[config.mk]
export PLATFORM = sky130hd
export DESIGN_NAME = hcp_top
export DESIGN_NICKNAME = d
export VERILOG_FILES = /design/src/logic/hcp_pkg.sv /design/src/logic/hcp_top.sv
export SDC_FILE = /design/constraint.sdc
export NUM_CORES = 1
export LEC_CHECK = 0
export ABC_AREA = 1
export BUFFER_PORTS_ARGS = -buffer_cell sky130_fd_sc_hd__buf_2
export CORE_ASPECT_RATIO = 2
export CORE_MARGIN = 1.5
export CORE_UTILIZATION = 51
export CTS_CLUSTER_SIZE = 28
export DETAILED_ROUTE_END_ITERATION = 10
export PLACE_DENSITY = 0.71
export SYNTH_ARGS = -nofsm -noshare
export SYNTH_HDL_FRONTEND = slang
export SYNTH_SLANG_ARGS = --single-unit
export TNS_END_PERCENT = 20
[constraint.sdc]
create_clock -name clk -period 2.5 [get_ports clk]
set_input_delay 0.375 -clock clk [delete_from_list [all_inputs] [get_ports clk]]
set_output_delay 0.375 -clock clk [all_outputs]
set_load 0.01 [all_outputs]
[src/logic/hcp_pkg.sv]
`default_nettype none
package hcp_pkg;
  // ----------------------------------------
  // Register map and stream
  // ----------------------------------------
  localparam logic [7:0] STREAM_REG = 8'hFF;
  localparam logic [7:0] FILLER_BYTE = 8'hFF;
  localparam logic [7:0] OTHER_REG_VALUE = 8'h00;
  localparam int BUF_AW = 4;
  localparam logic [4:0] BUF_FULL = 5'h10;
  localparam logic [3:0] BITS_PER_BYTE = 4'h8;
  localparam logic [3:0] UART_STOP_BIT = 4'h9;
  localparam logic [6:0] SLAVE_ADDR_DEFAULT = 7'h2A;
  localparam logic [1:0] STRAP_SETTLE = 2'h3;
  // ----------------------------------------
  // Synchroniser lanes
  // ----------------------------------------
  localparam int SY_W = 7;
  localparam int SY_P18 = 0;
  localparam int SY_P19 = 1;
  localparam int SY_P21 = 2;
  localparam int SY_RSTN = 3;
  localparam int SY_WAKE = 4;
  localparam int SY_SEL = 5;
  localparam int SY_VBUS = 6;
  // ----------------------------------------
  // Types
  // ----------------------------------------
  typedef enum logic [2:0] {
    I_IDLE = 3'b000, I_ADDR = 3'b001, I_AACK = 3'b010, I_WR = 3'b011,
    I_WACK = 3'b100, I_RD = 3'b101, I_RACK = 3'b110
  } hcp_i2c_st_t;
  typedef struct packed {
    logic enable;
    logic active_high;
    logic on_txd;
    logic [7:0] threshold;
    logic [15:0] baud_div;
  } hcp_port_cfg_t;
  localparam hcp_port_cfg_t PORT_CFG_RST = '{1'b0, 1'b1, 1'b0, 8'h01, 16'h0363};
  typedef struct packed {
    logic valid;
    logic [7:0] data;
  } hcp_byte_t;
endpackage : hcp_pkg
`default_nettype wire

[src/logic/hcp_top.sv]
`timescale 1ns/1ns
`default_nettype none
// Operation
// RULE_01 - The UART runs asynchronous receive and transmit only, at a configurable bit rate, with no handshake lines.
// RULE_02 - The USB port announces a full-speed 12 Mb/s device by enabling its pull-up on the plus line.
// RULE_03 - The I2C channel is a slave only and never starts a transfer.
// RULE_04 - The I2C channel follows Fast-mode start, stop, acknowledge and bit timing driven by the host.
// RULE_05 - The register address counter advances by one per byte read and sticks at 0xFF, which streams buffer bytes.
// RULE_06 - The host reads the 0xFF stream continuously without re-addressing before each byte.
// RULE_07 - SPI is off by default, only works with the select strap low, and never runs alongside UART or I2C.
// RULE_08 - The four shared pins carry I2C data, I2C clock, UART out, UART in, or SPI select, clock, MISO, MOSI; the SPI slave ignores MOSI on pin 21.
// RULE_09 - The active-low reset pin is input only and puts the receiver into hardware reset.
// RULE_10 - The wake input serves as a wake-up interrupt and aiding input and may float when unused.
// RULE_11 - The data-pending signal is active while output data waits for the host.
// RULE_12 - Data-pending has configurable polarity and goes active once the byte count reaches a threshold.
// RULE_13 - Data-pending is disabled after reset and can replace the UART output pin when enabled.
// RULE_14 - Data-pending returns inactive once the byte count falls below the threshold.
// RULE_15 - Reading the stream with nothing pending returns a fixed filler byte.
module hcp_top #(
  parameter logic [6:0] SLAVE_ADDR = hcp_pkg::SLAVE_ADDR_DEFAULT
) (
  input wire logic clk,
  input wire logic rst,
  input wire logic pin18_in,
  output logic pin18_out,
  output logic pin18_oe_n,
  input wire logic pin19_in,
  output logic pin20_out,
  input wire logic pin21_in,
  input wire logic reset_n_pin,
  input wire logic external_wake_input,
  input wire logic iface_sel_pin,
  input wire logic vbus_present,
  output logic full_speed_plus_pullup,
  output logic sys_reset_req,
  output logic wake_level,
  output logic wake_pulse,
  output logic spi_mode,
  output logic data_pending,
  input wire logic cfg_load,
  input wire hcp_pkg::hcp_port_cfg_t cfg_in,
  input wire hcp_pkg::hcp_byte_t msg_in,
  output logic msg_ready,
  input wire hcp_pkg::hcp_byte_t utx_in,
  output logic utx_ready,
  output hcp_pkg::hcp_byte_t urx_out
);
  import hcp_pkg::*;

  // ----------------------------------------
  // Synchronisers, strap, misc pins
  // ----------------------------------------
  logic [SY_W-1:0] sy1, sy2, syp;
  logic [1:0] settle;
  logic strap_done;
  hcp_port_cfg_t cfg;
  always_ff @(posedge clk) begin
    sy1 <= {vbus_present, iface_sel_pin, external_wake_input, reset_n_pin, pin21_in, pin19_in, pin18_in};
    sy2 <= sy1;
    syp <= sy2;
    if (rst) begin
      settle <= 2'h0;
      strap_done <= 1'b0;
      spi_mode <= 1'b0;
      cfg <= PORT_CFG_RST; // RULE_13
      sys_reset_req <= 1'b0;
      wake_level <= 1'b0;
      wake_pulse <= 1'b0;
      full_speed_plus_pullup <= 1'b0;
      pin18_out <= 1'b0;
    end else begin
      if (!strap_done) begin
        settle <= settle + 2'h1;
        // Strap caught after the sync chain has filled
        if (settle == STRAP_SETTLE) begin
          strap_done <= 1'b1;
          spi_mode <= ~sy2[SY_SEL]; // RULE_07
        end
      end
      if (cfg_load) cfg <= cfg_in;
      sys_reset_req <= ~sy2[SY_RSTN]; // RULE_09
      wake_level <= sy2[SY_WAKE]; // RULE_10
      wake_pulse <= sy2[SY_WAKE] & ~syp[SY_WAKE]; // RULE_10
      full_speed_plus_pullup <= sy2[SY_VBUS]; // RULE_02
      pin18_out <= 1'b0;
    end
  end

  logic i2c_on, spi_on, uart_on;
  assign i2c_on = strap_done & ~spi_mode; // RULE_07
  assign spi_on = strap_done & spi_mode;
  assign uart_on = i2c_on;
  logic scl_rise, scl_fall, sda, i2c_start, i2c_stop, cs_fall, cs_n;
  assign sda = sy2[SY_P18];
  assign cs_n = sy2[SY_P18];
  assign scl_rise = sy2[SY_P19] & ~syp[SY_P19];
  assign scl_fall = ~sy2[SY_P19] & syp[SY_P19];
  assign i2c_start = sy2[SY_P19] & syp[SY_P19] & syp[SY_P18] & ~sda; // RULE_04
  assign i2c_stop = sy2[SY_P19] & syp[SY_P19] & ~syp[SY_P18] & sda; // RULE_04
  assign cs_fall = syp[SY_P18] & ~cs_n;

  // ----------------------------------------
  // Message buffer, I2C slave, SPI slave
  // ----------------------------------------
  logic [7:0] mem [0:(1<<BUF_AW)-1];
  logic [BUF_AW-1:0] wptr, rptr, next_wptr, next_rptr;
  logic [4:0] count, next_count;
  hcp_i2c_st_t ist, next_ist;
  logic [3:0] bcnt, next_bcnt, sbcnt, next_sbcnt;
  logic [7:0] sh, next_sh, ssh, next_ssh, reg_addr, next_addr;
  logic rw, next_rw, first_wr, next_first, rack_ok, next_rack;
  logic from_buf, next_from, sfrom, next_sfrom, miso, next_miso;
  logic next_sda_oe_n, next_msg_ready, push, pop;
  logic [7:0] buf_byte, rd_byte;
  logic rd_real;
  assign buf_byte = (count != 5'h00) ? mem[rptr] : FILLER_BYTE; // RULE_15
  assign rd_byte = (reg_addr == STREAM_REG) ? buf_byte : OTHER_REG_VALUE;
  assign rd_real = (reg_addr == STREAM_REG) && (count != 5'h00);

  always_comb begin
    next_ist = ist;
    next_bcnt = bcnt;
    next_sh = sh;
    next_rw = rw;
    next_first = first_wr;
    next_addr = reg_addr;
    next_rack = rack_ok;
    next_from = from_buf;
    next_sda_oe_n = pin18_oe_n;
    next_ssh = ssh;
    next_sbcnt = sbcnt;
    next_sfrom = sfrom;
    next_miso = miso;
    pop = 1'b0;
    push = msg_in.valid & msg_ready;
    // Slave only: the data line is released unless answering the host
    if (!i2c_on || i2c_stop) begin // RULE_03
      next_ist = I_IDLE;
      next_sda_oe_n = 1'b1;
    end else if (i2c_start) begin
      next_ist = I_ADDR;
      next_bcnt = 4'h0;
      next_sda_oe_n = 1'b1;
    end else begin
      case (ist)
        I_ADDR, I_WR: begin
          if (scl_rise) begin
            next_sh = {sh[6:0], sda};
            next_bcnt = bcnt + 4'h1;
          end else if (scl_fall && bcnt == BITS_PER_BYTE) begin
            next_bcnt = 4'h0;
            if (ist == I_ADDR) begin
              if (sh[7:1] == SLAVE_ADDR) begin
                next_ist = I_AACK;
                next_sda_oe_n = 1'b0;
                next_rw = sh[0];
                next_first = 1'b1;
              end else begin
                next_ist = I_IDLE;
              end
            end else begin
              next_ist = I_WACK;
              next_sda_oe_n = 1'b0;
              next_first = 1'b0;
              if (first_wr) next_addr = sh;
            end
          end
        end
        I_AACK, I_WACK: begin
          if (scl_fall) begin
            if (rw) begin
              next_ist = I_RD;
              next_sh = rd_byte;
              next_from = rd_real;
              next_sda_oe_n = rd_byte[7];
              next_bcnt = 4'h1;
            end else begin
              next_ist = I_WR;
              next_sda_oe_n = 1'b1;
            end
          end
        end
        I_RD: begin
          if (scl_fall) begin
            if (bcnt == BITS_PER_BYTE) begin
              next_ist = I_RACK;
              next_sda_oe_n = 1'b1;
              // Pointer moves once per byte, so re-addressing mid-stream is never needed
              if (reg_addr == STREAM_REG) pop = from_buf; // RULE_05 RULE_06
              else next_addr = reg_addr + 8'h01; // RULE_05
            end else begin
              next_sh = {sh[6:0], 1'b0};
              next_sda_oe_n = sh[6];
              next_bcnt = bcnt + 4'h1;
            end
          end
        end
        I_RACK: begin
          if (scl_rise) begin
            next_rack = ~sda; // RULE_04
          end else if (scl_fall) begin
            if (rack_ok) begin
              next_ist = I_RD;
              next_sh = rd_byte;
              next_from = rd_real;
              next_sda_oe_n = rd_byte[7];
              next_bcnt = 4'h1;
            end else begin
              next_ist = I_IDLE;
            end
          end
        end
        default: next_ist = I_IDLE;
      endcase
    end
    // SPI mode 0 read stream
    if (!spi_on || cs_n) begin
      next_sbcnt = 4'h0;
    end else if (cs_fall || (scl_fall && sbcnt == BITS_PER_BYTE)) begin
      next_ssh = buf_byte;
      next_sfrom = count != 5'h00;
      next_miso = buf_byte[7];
      next_sbcnt = 4'h0;
    end else if (scl_rise) begin
      next_sbcnt = sbcnt + 4'h1;
      if (sbcnt == BITS_PER_BYTE - 4'h1) pop = sfrom;
    end else if (scl_fall) begin
      next_ssh = {ssh[6:0], 1'b0};
      next_miso = ssh[6];
    end
    next_wptr = push ? wptr + 1'b1 : wptr;
    next_rptr = pop ? rptr + 1'b1 : rptr;
    next_count = count + {4'h0, push} - {4'h0, pop};
    next_msg_ready = next_count != BUF_FULL;
  end

  always_ff @(posedge clk) begin
    if (push) mem[wptr] <= msg_in.data;
    if (rst) begin
      ist <= I_IDLE;
      bcnt <= 4'h0;
      sh <= 8'h00;
      rw <= 1'b0;
      first_wr <= 1'b0;
      reg_addr <= 8'h00;
      rack_ok <= 1'b0;
      from_buf <= 1'b0;
      pin18_oe_n <= 1'b1;
      ssh <= 8'h00;
      sbcnt <= 4'h0;
      sfrom <= 1'b0;
      miso <= 1'b0;
      wptr <= '0;
      rptr <= '0;
      count <= 5'h00;
      msg_ready <= 1'b0;
    end else begin
      ist <= next_ist;
      bcnt <= next_bcnt;
      sh <= next_sh;
      rw <= next_rw;
      first_wr <= next_first;
      reg_addr <= next_addr;
      rack_ok <= next_rack;
      from_buf <= next_from;
      pin18_oe_n <= next_sda_oe_n;
      ssh <= next_ssh;
      sbcnt <= next_sbcnt;
      sfrom <= next_sfrom;
      miso <= next_miso;
      wptr <= next_wptr;
      rptr <= next_rptr;
      count <= next_count;
      msg_ready <= next_msg_ready;
    end
  end

  // ----------------------------------------
  // UART, data-pending, shared output pin
  // ----------------------------------------
  logic tx_busy, next_tx_busy, rx_busy, next_rx_busy, pend_lvl, next_pin20, next_utx_ready;
  logic [3:0] tx_bits, next_tx_bits, rx_bits, next_rx_bits;
  logic [15:0] tx_cnt, next_tx_cnt, rx_cnt, next_rx_cnt;
  logic [9:0] tx_sh, next_tx_sh;
  logic [7:0] rx_sh, next_rx_sh;
  hcp_byte_t next_urx;
  logic rxd;
  assign rxd = sy2[SY_P21];
  // Level, not pulse: a host may wait on it instead of polling
  assign pend_lvl = (cfg.enable && {3'h0, count} >= cfg.threshold) ~^ cfg.active_high; // RULE_11 RULE_12 RULE_14

  always_comb begin
    next_tx_busy = tx_busy;
    next_tx_bits = tx_bits;
    next_tx_cnt = tx_cnt;
    next_tx_sh = tx_sh;
    next_rx_busy = rx_busy;
    next_rx_bits = rx_bits;
    next_rx_cnt = rx_cnt;
    next_rx_sh = rx_sh;
    next_urx = '{1'b0, urx_out.data};
    if (utx_in.valid && utx_ready) begin // RULE_01
      next_tx_busy = 1'b1;
      next_tx_sh = {1'b1, utx_in.data, 1'b0};
      next_tx_bits = 4'h0;
      next_tx_cnt = cfg.baud_div;
    end else if (tx_busy && tx_cnt == 16'h0000) begin
      next_tx_cnt = cfg.baud_div;
      next_tx_sh = {1'b1, tx_sh[9:1]};
      next_tx_bits = tx_bits + 4'h1;
      if (tx_bits == UART_STOP_BIT) next_tx_busy = 1'b0;
    end else if (tx_busy) begin
      next_tx_cnt = tx_cnt - 16'h0001;
    end
    // Start edge found, then sample mid-bit; a short glitch aborts
    if (!uart_on) begin
      next_rx_busy = 1'b0;
    end else if (!rx_busy && !rxd && syp[SY_P21]) begin // RULE_01
      next_rx_busy = 1'b1;
      next_rx_bits = 4'h0;
      next_rx_cnt = {1'b0, cfg.baud_div[15:1]};
    end else if (rx_busy && rx_cnt == 16'h0000) begin
      next_rx_cnt = cfg.baud_div;
      next_rx_bits = rx_bits + 4'h1;
      if (rx_bits == 4'h0 && rxd) begin
        next_rx_busy = 1'b0;
      end else if (rx_bits == UART_STOP_BIT) begin
        next_rx_busy = 1'b0;
        next_urx = '{rxd, rx_sh};
      end else if (rx_bits != 4'h0) begin
        next_rx_sh = {rxd, rx_sh[7:1]};
      end
    end else if (rx_busy) begin
      next_rx_cnt = rx_cnt - 16'h0001;
    end
    next_utx_ready = uart_on & ~next_tx_busy;
    if (spi_on) next_pin20 = miso; // RULE_08
    else if (cfg.enable && cfg.on_txd) next_pin20 = pend_lvl; // RULE_13
    else next_pin20 = tx_busy ? tx_sh[0] : 1'b1;
  end

  always_ff @(posedge clk) begin
    if (rst) begin
      tx_busy <= 1'b0;
      tx_bits <= 4'h0;
      tx_cnt <= 16'h0000;
      tx_sh <= 10'h3FF;
      rx_busy <= 1'b0;
      rx_bits <= 4'h0;
      rx_cnt <= 16'h0000;
      rx_sh <= 8'h00;
      urx_out <= '0;
      utx_ready <= 1'b0;
      pin20_out <= 1'b1;
      data_pending <= 1'b0;
    end else begin
      tx_busy <= next_tx_busy;
      tx_bits <= next_tx_bits;
      tx_cnt <= next_tx_cnt;
      tx_sh <= next_tx_sh;
      rx_busy <= next_rx_busy;
      rx_bits <= next_rx_bits;
      rx_cnt <= next_rx_cnt;
      rx_sh <= next_rx_sh;
      urx_out <= next_urx;
      utx_ready <= next_utx_ready;
      pin20_out <= next_pin20;
      data_pending <= pend_lvl; // RULE_11
    end
  end
endmodule : hcp_top
`default_nettype wire

==> results.cfg, run 1 <==
[outcome]
status = completed

[global_route]
grt_util_all_layers_pct = 25.3
grt_antenna_before_repair = 0
grt_overflow = 0
grt_max_degree = 88
grt_first_pass_wirelength_mm = 58.1
grt_pass1_vias = 11800

[setup_path]
critPathLaunchType = flip-flop
r2r_slack_ps = 7
critPathKind = flip-flop to flip-flop
worstPathMaxFanout = 2
crit_end = msg_ready$_SDFF_PP0_
crit_path_start = bcnt[1]$_SDFFE_PP0P_
reg2reg_from = bcnt[1]$_SDFFE_PP0P_
r2r-end = msg_ready$_SDFF_PP0_
cp-end-kind = flip-flop
crit_required_ps = 2910
reg2reg_depth = 14
arrival_ps = 2900

[drt]
dr.pass1.iters = 5
vias = 12300
postRouteAntennaNets = 0
drtIter0Drc = 750
drc = 0
totalWireLength_mm = 37.1
wire_per_inst_um = 16.2
vias_per_cell = 5.37

[timing]
fin_skew_ps = 10.9
slew_headroom_pct = 30.1
finalMaxSlewViolations = 0
rsz0062_at_grt = true
fmax_mhz = 401
layout_min_cycle_time_ps = 2490
hold_viol_final = 0
finalCritPeriodShare_pct = 99.7
worstMarginPinSlew_ps = 1050
setup_viol = 0
tns_ps = 0

[logic_synthesis]
yosysWarnings = 0
synth_fp_nets = 1878
synth-seq-cells = 311
synth_enable_flop_cells = 128
synth.distinct_cells = 47
ys_top_cells_by_area = edfxtp_1 27%, dfxtp_1 25%, nand2_1 10%, nor2_1 6.5%, inv_1 4.9%
async_flop_share_pct = 0
synth-seq-area-share_pct = 51.8
synth_top_area_share_pct = 26.5
synth_cells = 1793
syn-mean-instance-area_um2 = 8.08
synthesis.area_mm2 = 0.0145
synth_area_leader_cell = edfxtp_1
dominantRegCellSynth = dfxtp_1

[worst_hold_path]
hold_start = cfg_in[1]
min_path_type = primary input to flip-flop

[clocking]
clk_pin_slew_ps = 70
worstSkewPairLatency_ps = 560
cts-root-buf = clkbuf_16
cts_tree = built
cts_made_buffers = 27
clockBufferDepth = 3
htree_levels = 1
clock_sinks = 311

[power_and_ir_drop]
sw_frac_of_total_pct = 27.1
p_switching_w = 0.00319
leakage_nw = 7.20
ir_drop_uv = 586
power_w = 0.0118
power_frac_seq_pct = 47.5
p_int_w = 0.00857
power_frac_comb_pct = 14.2
p_clk_share_pct = 38.3
power_per_cell_area_mw_per_mm2 = 700

[flow_run]
cap_violations = 0

[final_layout]
antenna_cells = 0
stdcell_area_mm2 = 0.0168
nets = 1997
mostFrequentLayoutCell = nand2_1
drive_gt1_share_pct = 15.3
layout_common_cells = 393 x nand2_1, 247 x nor2_1, 184 x inv_1
area_delta_synth_final_pct = 16.0

[floorplanning]
rows = 87
ios = 75
die_h_um = 241
start_util_pct = 51.6
coreArea_mm2 = 0.0281
die_x_um = 122
die_area_mm2 = 0.0295

[placed_design]
hpwlAfterDp_mm = 26.7
placed_cell_area_mm2 = 0.0155
gp_congestion = 0.950
port_buffers = 73
[timing repair]
item	4_1_cts	5_1_grt
endpoints found under the hold margin	7	0
buffers inserted	9	2
cloned	0	1
gates resized for setup	27	9
hold buffers	7	0
pin swaps	13	3
setup endpoints to repair	2	17
[routing by layer]
layer  wire (µm)  vias to the layer above  global-route usage, %
met5           0                        -                      0
met4        2430                        0                   15.9
met3        1400                      129                   2.57
met2       20600                      363                   49.8
met1       12700                     5671                   24.3
li1            -                     6119                      -
[power groups by stage]
stage	Sequential (W)	Clock [W]	Combinational [W]
final	0.00559	0.00450	0.00167
after global routing	0.00560	0.00474	0.00188
after CTS	0.00558	0.00457	0.00166
after detailed placement	0.00570	0	0.00161
after global placement	0.00569	0	0.00158
after floorplan	0.00567	0	0.00114
[registers in the layout (all words and copies together), names as in the netlist, 8 cells and up, named ones only]
name      flops
reg_addr      8
rx_cnt       16
urx_out       9
sh            8
tx_cnt       16
tx_sh         9
rx_sh         8
mem         128
cfg          27
[per-stage QoR]
step,setup slack (ps),cells,hold slack [ps],util [%]
floorplan,0.00511,1793,310,-
global placement,-210,2221,311,55.4
detailed placement,-239,2221,314,55.4
CTS,8.52,2287,6.04,59.6
global route,-152,2289,26.4,59.8
finish,7.30,2289,19.8,59.8
[cells in the mapped netlist, types with 16 or more instances]
library cell,number
clkbuf_1,40
xor2_1,19
nand2_1,400
nor2_1,249
edfxtp_1,128
inv_1,189
o211ai_1,32
dfxtp_1,183
ha_1,29
buf_2,16
a21oi_1,103
o21ai_0,109
nand4_1,23
nand3_1,137
[worst max-delay path, cell delays in order (launching register included)]
cell     delay, ps
dfxtp_2        330
inv_2           70
ha_4           140
nand2_4         50
nor2_4         110
nand2_2         80
nor3b_4        220
nand2_4         80
nand2_4         90
ha_4           200
inv_2           60
ha_4           130
fa_2           440
nor3_2         230
a31oi_1        110
[cells by family after synthesis]
family,count (synthesis),share of synthesized area (%)
xor gates and xnor gates,24,1.45
other,1,0.0259
and+or+nand+nor,873,25.9
AOI/OAI and AO/OA,283,10.8
DFF,311,51.8
adders and majority gates,30,2.64
buffers and inverters,271,7.37
[how the worst min path moves through the flow]
stage                                  endpoint  slack [ps]  cells past startpoint
after floorplan                  sy2[0]$_DFF_P_         310                      0
after global placement           sy2[6]$_DFF_P_         310                      0
after detailed placement         sy2[5]$_DFF_P_         310                      0
after CTS                   cfg[1]$_SDFFE_PP1P_           6                      3
after global routing      tx_sh[8]$_SDFFE_PP1P_          30                      3
final                       cfg[1]$_SDFFE_PP1P_          20                      3
[final cells by class]
type	instances	area [µm²]
clock buffers	28	701
multi-input cells	1212	6060
fillers	2506	11300
flip-flops and latches	311	7520
inverters	206	773
well taps	356	445
clock inverters	22	253
repair buffers	154	1040
Note: power is estimated with default switching activity, not from simulation.
==> run 2: changes to the inputs <==
--- a/config.mk
+++ b/config.mk
@@ -10,9 +10,10 @@
 export CORE_ASPECT_RATIO = 2
 export CORE_MARGIN = 1.5
 export CORE_UTILIZATION = 51
+export CTS_CLUSTER_DIAMETER = 150
 export CTS_CLUSTER_SIZE = 28
 export DETAILED_ROUTE_END_ITERATION = 10
-export PLACE_DENSITY = 0.71
+export PLACE_DENSITY = 0.68
 export SYNTH_ARGS = -nofsm -noshare
 export SYNTH_HDL_FRONTEND = slang
 export SYNTH_SLANG_ARGS = --single-unit
==> run 2 against run 1 <==
The flow now finishes with violations (setup timing). Total power shrank 14%. Critical path depth is the same. Die area is the same. Count of clock-buffer cells in the layout shrank 6. Critical path type unchanged. Largest cell class unchanged. Highest routed layer unchanged.
==> results.cfg, run 2 (synthesis gave the netlist of run 1 again) <==
[clocking]
clock_sinks = 311
worstSkewPairLatency_ps = 530
cts_tree = built
cts-root-buf = clkbuf_16
clk_pin_slew_ps = 110
clockBufferDepth = 3
cts_made_buffers = 15
htree_levels = 1

[global_route]
use_met2_pct = 51.3
grt_max_degree = 68
grt_overflow = 0
grt_pass1_vias = 12200
grt_util_all_layers_pct = 26.1
grt-busiest-layer = met2
grt_antenna_before_repair = 0
grt_util_met1_pct = 24.8
grt_first_pass_wirelength_mm = 60.0
use_met3_pct = 2.75

[timing]
fin_skew_ps = 29.7
slew_headroom_pct = 48.2
hold_viol_final = 0
setup_ws_ps = -50.0
rsz0062_at_grt = true
fmax_mhz = 392
finalMaxSlewViolations = 0
layout_min_cycle_time_ps = 2550
tns_ps = -62.9
setup_viol = 2
finalCritPeriodShare_pct = 102
worstMarginPinSlew_ps = 777

[outcome]
violations = setup timing
status = finished with violations

[floorplanning]
die_x_um = 122
die_h_um = 241
die_area_mm2 = 0.0295
rows = 87
start_util_pct = 51.6
ios = 75
coreArea_mm2 = 0.0281

[setup_path]
arrival_ps = 2940
cp-end-kind = flip-flop
worstPathMaxFanout = 3
reg2reg_depth = 14
critPathKind = flip-flop to flip-flop
critPathLaunchType = flip-flop
crit_required_ps = 2890

[final_layout]
fillCellCount = 2630
antenna_cells = 0
drive_gt1_share_pct = 14.8
largest_reg_flops = 128
reg_top3 = mem x128, cfg x27
layout_common_cells = 395 x nand2_1, 246 x nor2_1, 183 x inv_1
mostFrequentLayoutCell = nand2_1
instances_no_fill = 2285
max_flop_register = mem
nets = 2007
area_delta_synth_final_pct = 13.6

[placed_design]
dpl.cell_count = 2233
hpwlAfterDp_mm = 27.4
gp_congestion = 0.912
port_buffers = 73

[worst_hold_path]
min_path_type = primary input to flip-flop
holdPathStages = 3

[drt]
vias_per_cell = 5.39
drc = 0
drtIter0Drc = 624
totalWireLength_mm = 37.8
postRouteAntennaNets = 0
wire_per_inst_um = 16.6
dr.pass1.iters = 5
vias = 12300

[power_and_ir_drop]
leakage_nw = 7.04
ir_drop_uv = 558
power_per_cell_area_mw_per_mm2 = 613

[flow_run]
cap_violations = 0
==> run 2: changes by cell type in the layout (fill, tap and decap cells not counted), moves of 2 or more <==
cell	previous run	this run
bufinv_16	4	0
clkbuf_16	28	15
clkbuf_1	0	7
buf_4	70	94
clkinv_2	6	0
clkinv_4	3	0
nand2_1	393	395
o21ai_1	9	11
inv_8	3	0
inv_6	3	1
==> run 2: metrics by stage <==
stage,instance area [µm²],setup WS (ps),power [W],hold WS [ps],util (%)
floorplan,14500,0.00511,0.00681,310,-
global placement,15600,-241,0.00729,310,55.6
detailed placement,15600,-252,0.00732,313,55.6
CTS,16400,-46.3,0.0101,38.5,58.3
global route,16400,-185,0.0106,61.2,58.5
finish,16400,-50.0,0.0101,54.5,58.5
==> run 2: worst max-delay path, stage by stage, from the launching register on <==
cell and delay (ps):
dfxtp_2 350, buf_4 140, ha_1 220, nand3_2 90, nor2_1 50, nand4_1 130
nand2_4 80, ha_4 270, inv_2 40, ha_4 150, fa_2 380, a21oi_2 140
o21bai_1 80, xor2_1 190, a31oi_1 100
==> run 2: final timing paths <==
check,to,slack (ps),start
worst max-delay path,msg_ready$_SDFF_PP0_,-50,sbcnt[0]$_SDFFE_PP0P_
worst min-delay path,cfg[5]$_SDFFE_PP1P_,50,cfg_in[5]
worst max register to register,msg_ready$_SDFF_PP0_,-50,sbcnt[0]$_SDFFE_PP0P_
worst min register to register,sy2[2]$_DFF_P_,340,sy1[2]$_DFF_P_
==> run 2: layout make-up <==
cell class,instances,area (µm²),area share [%]
timing repair buffer,177,1200,7.31
sequential,311,7520,45.7
clock inverter,2,38.8,0.236
clock buffer,22,402,2.44
inverter,206,773,4.70
tap,356,445,2.71
multi-input combinational,1211,6060,36.9
==> run 2: what timing repair did <==
item                                    CTS  global route
gates resized for setup                  24            15
pin swaps                                15            14
setup buffers                            19             3
endpoints found under the setup margin    4            15
hold endpoints to repair                  7             0
hold buffers                              7             0
==> run 2: power by group <==
part / total [W] / switching [W] / internal (W)
Sequential: 0.00559 / 0.000122 / 0.00546
Combinational: 0.00167 / 0.00106 / 0.000611
Clock: 0.00282 / 0.00165 / 0.00117
Total: 0.0101 / 0.00284 / 0.00724
==> run 2: metal layers <==
layer,wire [µm],vias up
met2,21100,310
met4,2680,0
met3,1280,144
li1,-,6118
met1,12800,5749
met5,0,-
==> run 3: changes to the inputs <==
--- a/config.mk
+++ b/config.mk
@@ -9,11 +9,11 @@
 export BUFFER_PORTS_ARGS = -buffer_cell sky130_fd_sc_hd__buf_2
 export CORE_ASPECT_RATIO = 2
 export CORE_MARGIN = 1.5
-export CORE_UTILIZATION = 51
+export CORE_UTILIZATION = 55
 export CTS_CLUSTER_DIAMETER = 150
 export CTS_CLUSTER_SIZE = 28
 export DETAILED_ROUTE_END_ITERATION = 10
-export PLACE_DENSITY = 0.68
+export PLACE_DENSITY = 0.73
 export SYNTH_ARGS = -nofsm -noshare
 export SYNTH_HDL_FRONTEND = slang
 export SYNTH_SLANG_ARGS = --single-unit
==> run 3 against run 2 <==
The flow still finishes with violations (setup timing). Count of clock-buffer cells in the layout did not move. Worst hold slack got worse by 0.60 ps. Register-to-register slack barely moved. Non-clock buffer count fell by 25. Largest cell class unchanged.
==> results.cfg, run 3 (synthesis gave the netlist of run 1 again) <==
[drt]
dr.pass1.iters = 6
drc = 0
vias_per_cell = 5.42
totalWireLength_mm = 36.5
drtIter0Drc = 838
vias = 12200
wire_per_inst_um = 16.2
postRouteAntennaNets = 0

[final_layout]
area_delta_synth_final_pct = 11.7
fin_util_pct = 62.8
drive_gt1_share_pct = 13.1
mostFrequentLayoutCell = nand2_1
max_flop_register = mem
reg_top3 = mem x128, cfg x27
largest_reg_flops = 128
antenna_cells = 0
instances_no_fill = 2244
stdcell_area_mm2 = 0.0162
nets = 1982
layout_common_cells = 395 x nand2_1, 248 x nor2_1, 185 x inv_1

[outcome]
status = finished with violations
violations = setup timing

[clocking]
htree_levels = 1
cts-root-buf = clkbuf_16
cts_tree = built
clock_sinks = 311
worstSkewPairLatency_ps = 530
clockBufferDepth = 3
clk_pin_slew_ps = 110
cts_made_buffers = 15

[global_route]
grt_util_all_layers_pct = 26.6
grt_overflow = 0
grt_first_pass_wirelength_mm = 58.0
grt_pass1_vias = 11900
grt_max_degree = 88
grt_antenna_before_repair = 0

[setup_path]
critPathLaunchType = flip-flop
cpPeakStageDelay_ps = 360
reg2reg_depth = 16
slowest_stage = fa_2
reg2reg_from = bcnt[1]$_SDFFE_PP0P_
critPathBufInv = 2
crit_family = adder cells
r2r-end = msg_ready$_SDFF_PP0_
critPathKind = flip-flop to flip-flop
crit_required_ps = 2880
arrival_ps = 2940
path_cells = inv_2 -> ha_4 -> nand2_4 -> nor2_4 -> nand2_2 -> nor3b_4 -> nand2_4 -> nand2_4 -> ha_4 -> inv_2 -> ha_4 -> fa_2 -> a21oi_2 -> o21bai_1 -> xor2_1 -> a31oi_1
cp-end-kind = flip-flop
r2r_slack_ps = -60
worstPathMaxFanout = 2

[timing]
rsz0062_at_grt = true
finalCritPeriodShare_pct = 102
hold_viol_final = 0
fmax_mhz = 390
fin_skew_ps = 37.0
layout_min_cycle_time_ps = 2560
tns_ps = -105
worstMarginPinSlew_ps = 1040
setup_ws_ps = -61.7
slew_headroom_pct = 30.5
setup_viol = 2
finalMaxSlewViolations = 0

[placed_design]
gp_congestion = 0.926
pre_cts_ws_ps = -286
dpl.cell_count = 2209
placed_cell_area_mm2 = 0.0155
hpwlAfterDp_mm = 26.7
port_buffers = 73

[floorplanning]
die_area_mm2 = 0.0274
coreArea_mm2 = 0.0258
start_util_pct = 56.2
die_h_um = 232
die_x_um = 118
ios = 75
rows = 83

[worst_hold_path]
holdPathEnd = cfg[1]$_SDFFE_PP1P_
hold_start = cfg_in[1]
min_path_type = primary input to flip-flop
holdPathStages = 3

[power_and_ir_drop]
leakage_nw = 6.92
ir_drop_uv = 646
power_per_cell_area_mw_per_mm2 = 619

[flow_run]
cap_violations = 0
==> run 3: timing repair <==
item                                    in CTS  in global routing
endpoints found under the setup margin       2                  4
hold buffers                                 7                  0
hold endpoints to repair                     7                  0
pin swaps                                   12                  0
setup buffers                                4                  0
gates cloned                                 0                  0
gates resized for setup                     23                  1
==> run 3: cell type report <==
cell class	instances	area [µm²]
multi-input combinational	1211	6020
tap	340	425
sequential	311	7510
clock inverter	2	38.8
clock buffer	22	402
fill	2320	9580
inverter	206	773
timing repair buffer	152	1000
==> run 3: through the flow <==
stage	hold slack (ps)	power (W)
4_1_cts	43.8	0.0101
2_1_floorplan	310	0.00681
3_3_place_gp	310	0.00724
6_report	53.9	0.0100
5_1_grt	53.9	0.0105
3_5_place_dp	312	0.00729
==> run 3: power breakdown <==
part	total (W)	internal, W	switching [W]
Clock	0.00279	0.00116	0.00163
Sequential	0.00558	0.00547	0.000115
Combinational	0.00163	0.000590	0.00104
==> run 3: per-layer routing <==
| metal | global-route usage [%] | vias up | share of wire [%] |
|---|---|---|---|
| met5 | 0 | - | 0 |
| met4 | 18.1 | 0 | 7.1 |
| met3 | 2.11 | 123 | 3.1 |
| met2 | 52.5 | 321 | 55 |
| met1 | 25.7 | 5674 | 35 |
| li1 | - | 6049 | - |
==> run 3: worst max-delay path by stage <==
stage	slack, ps	to	start	depth (start not counted)
after floorplan	0.005	msg_ready$_SDFF_PP0_	sbcnt[0]$_SDFFE_PP0P_	16
after global placement	-200	msg_ready$_SDFF_PP0_	reg_addr[0]$_SDFFE_PP0P_	16
after detailed placement	-290	msg_ready$_SDFF_PP0_	reg_addr[0]$_SDFFE_PP0P_	16
after CTS	-60	msg_ready$_SDFF_PP0_	bcnt[1]$_SDFFE_PP0P_	16
after global routing	-220	msg_ready$_SDFF_PP0_	bcnt[1]$_SDFFE_PP0P_	16
final	-60	msg_ready$_SDFF_PP0_	bcnt[1]$_SDFFE_PP0P_	16
==> run 3: worst register-to-register path, cell delays in order (launching register included) <==
cell and delay (ps):
dfxtp_2 340, inv_2 70, ha_4 150, nand2_4 50, nor2_4 110, nand2_2 80, nor3b_4 240, nand2_4 80
nand2_4 80, ha_4 140, inv_2 40, ha_4 150, fa_2 360, a21oi_2 140, o21bai_1 100, xor2_1 190
a31oi_1 90
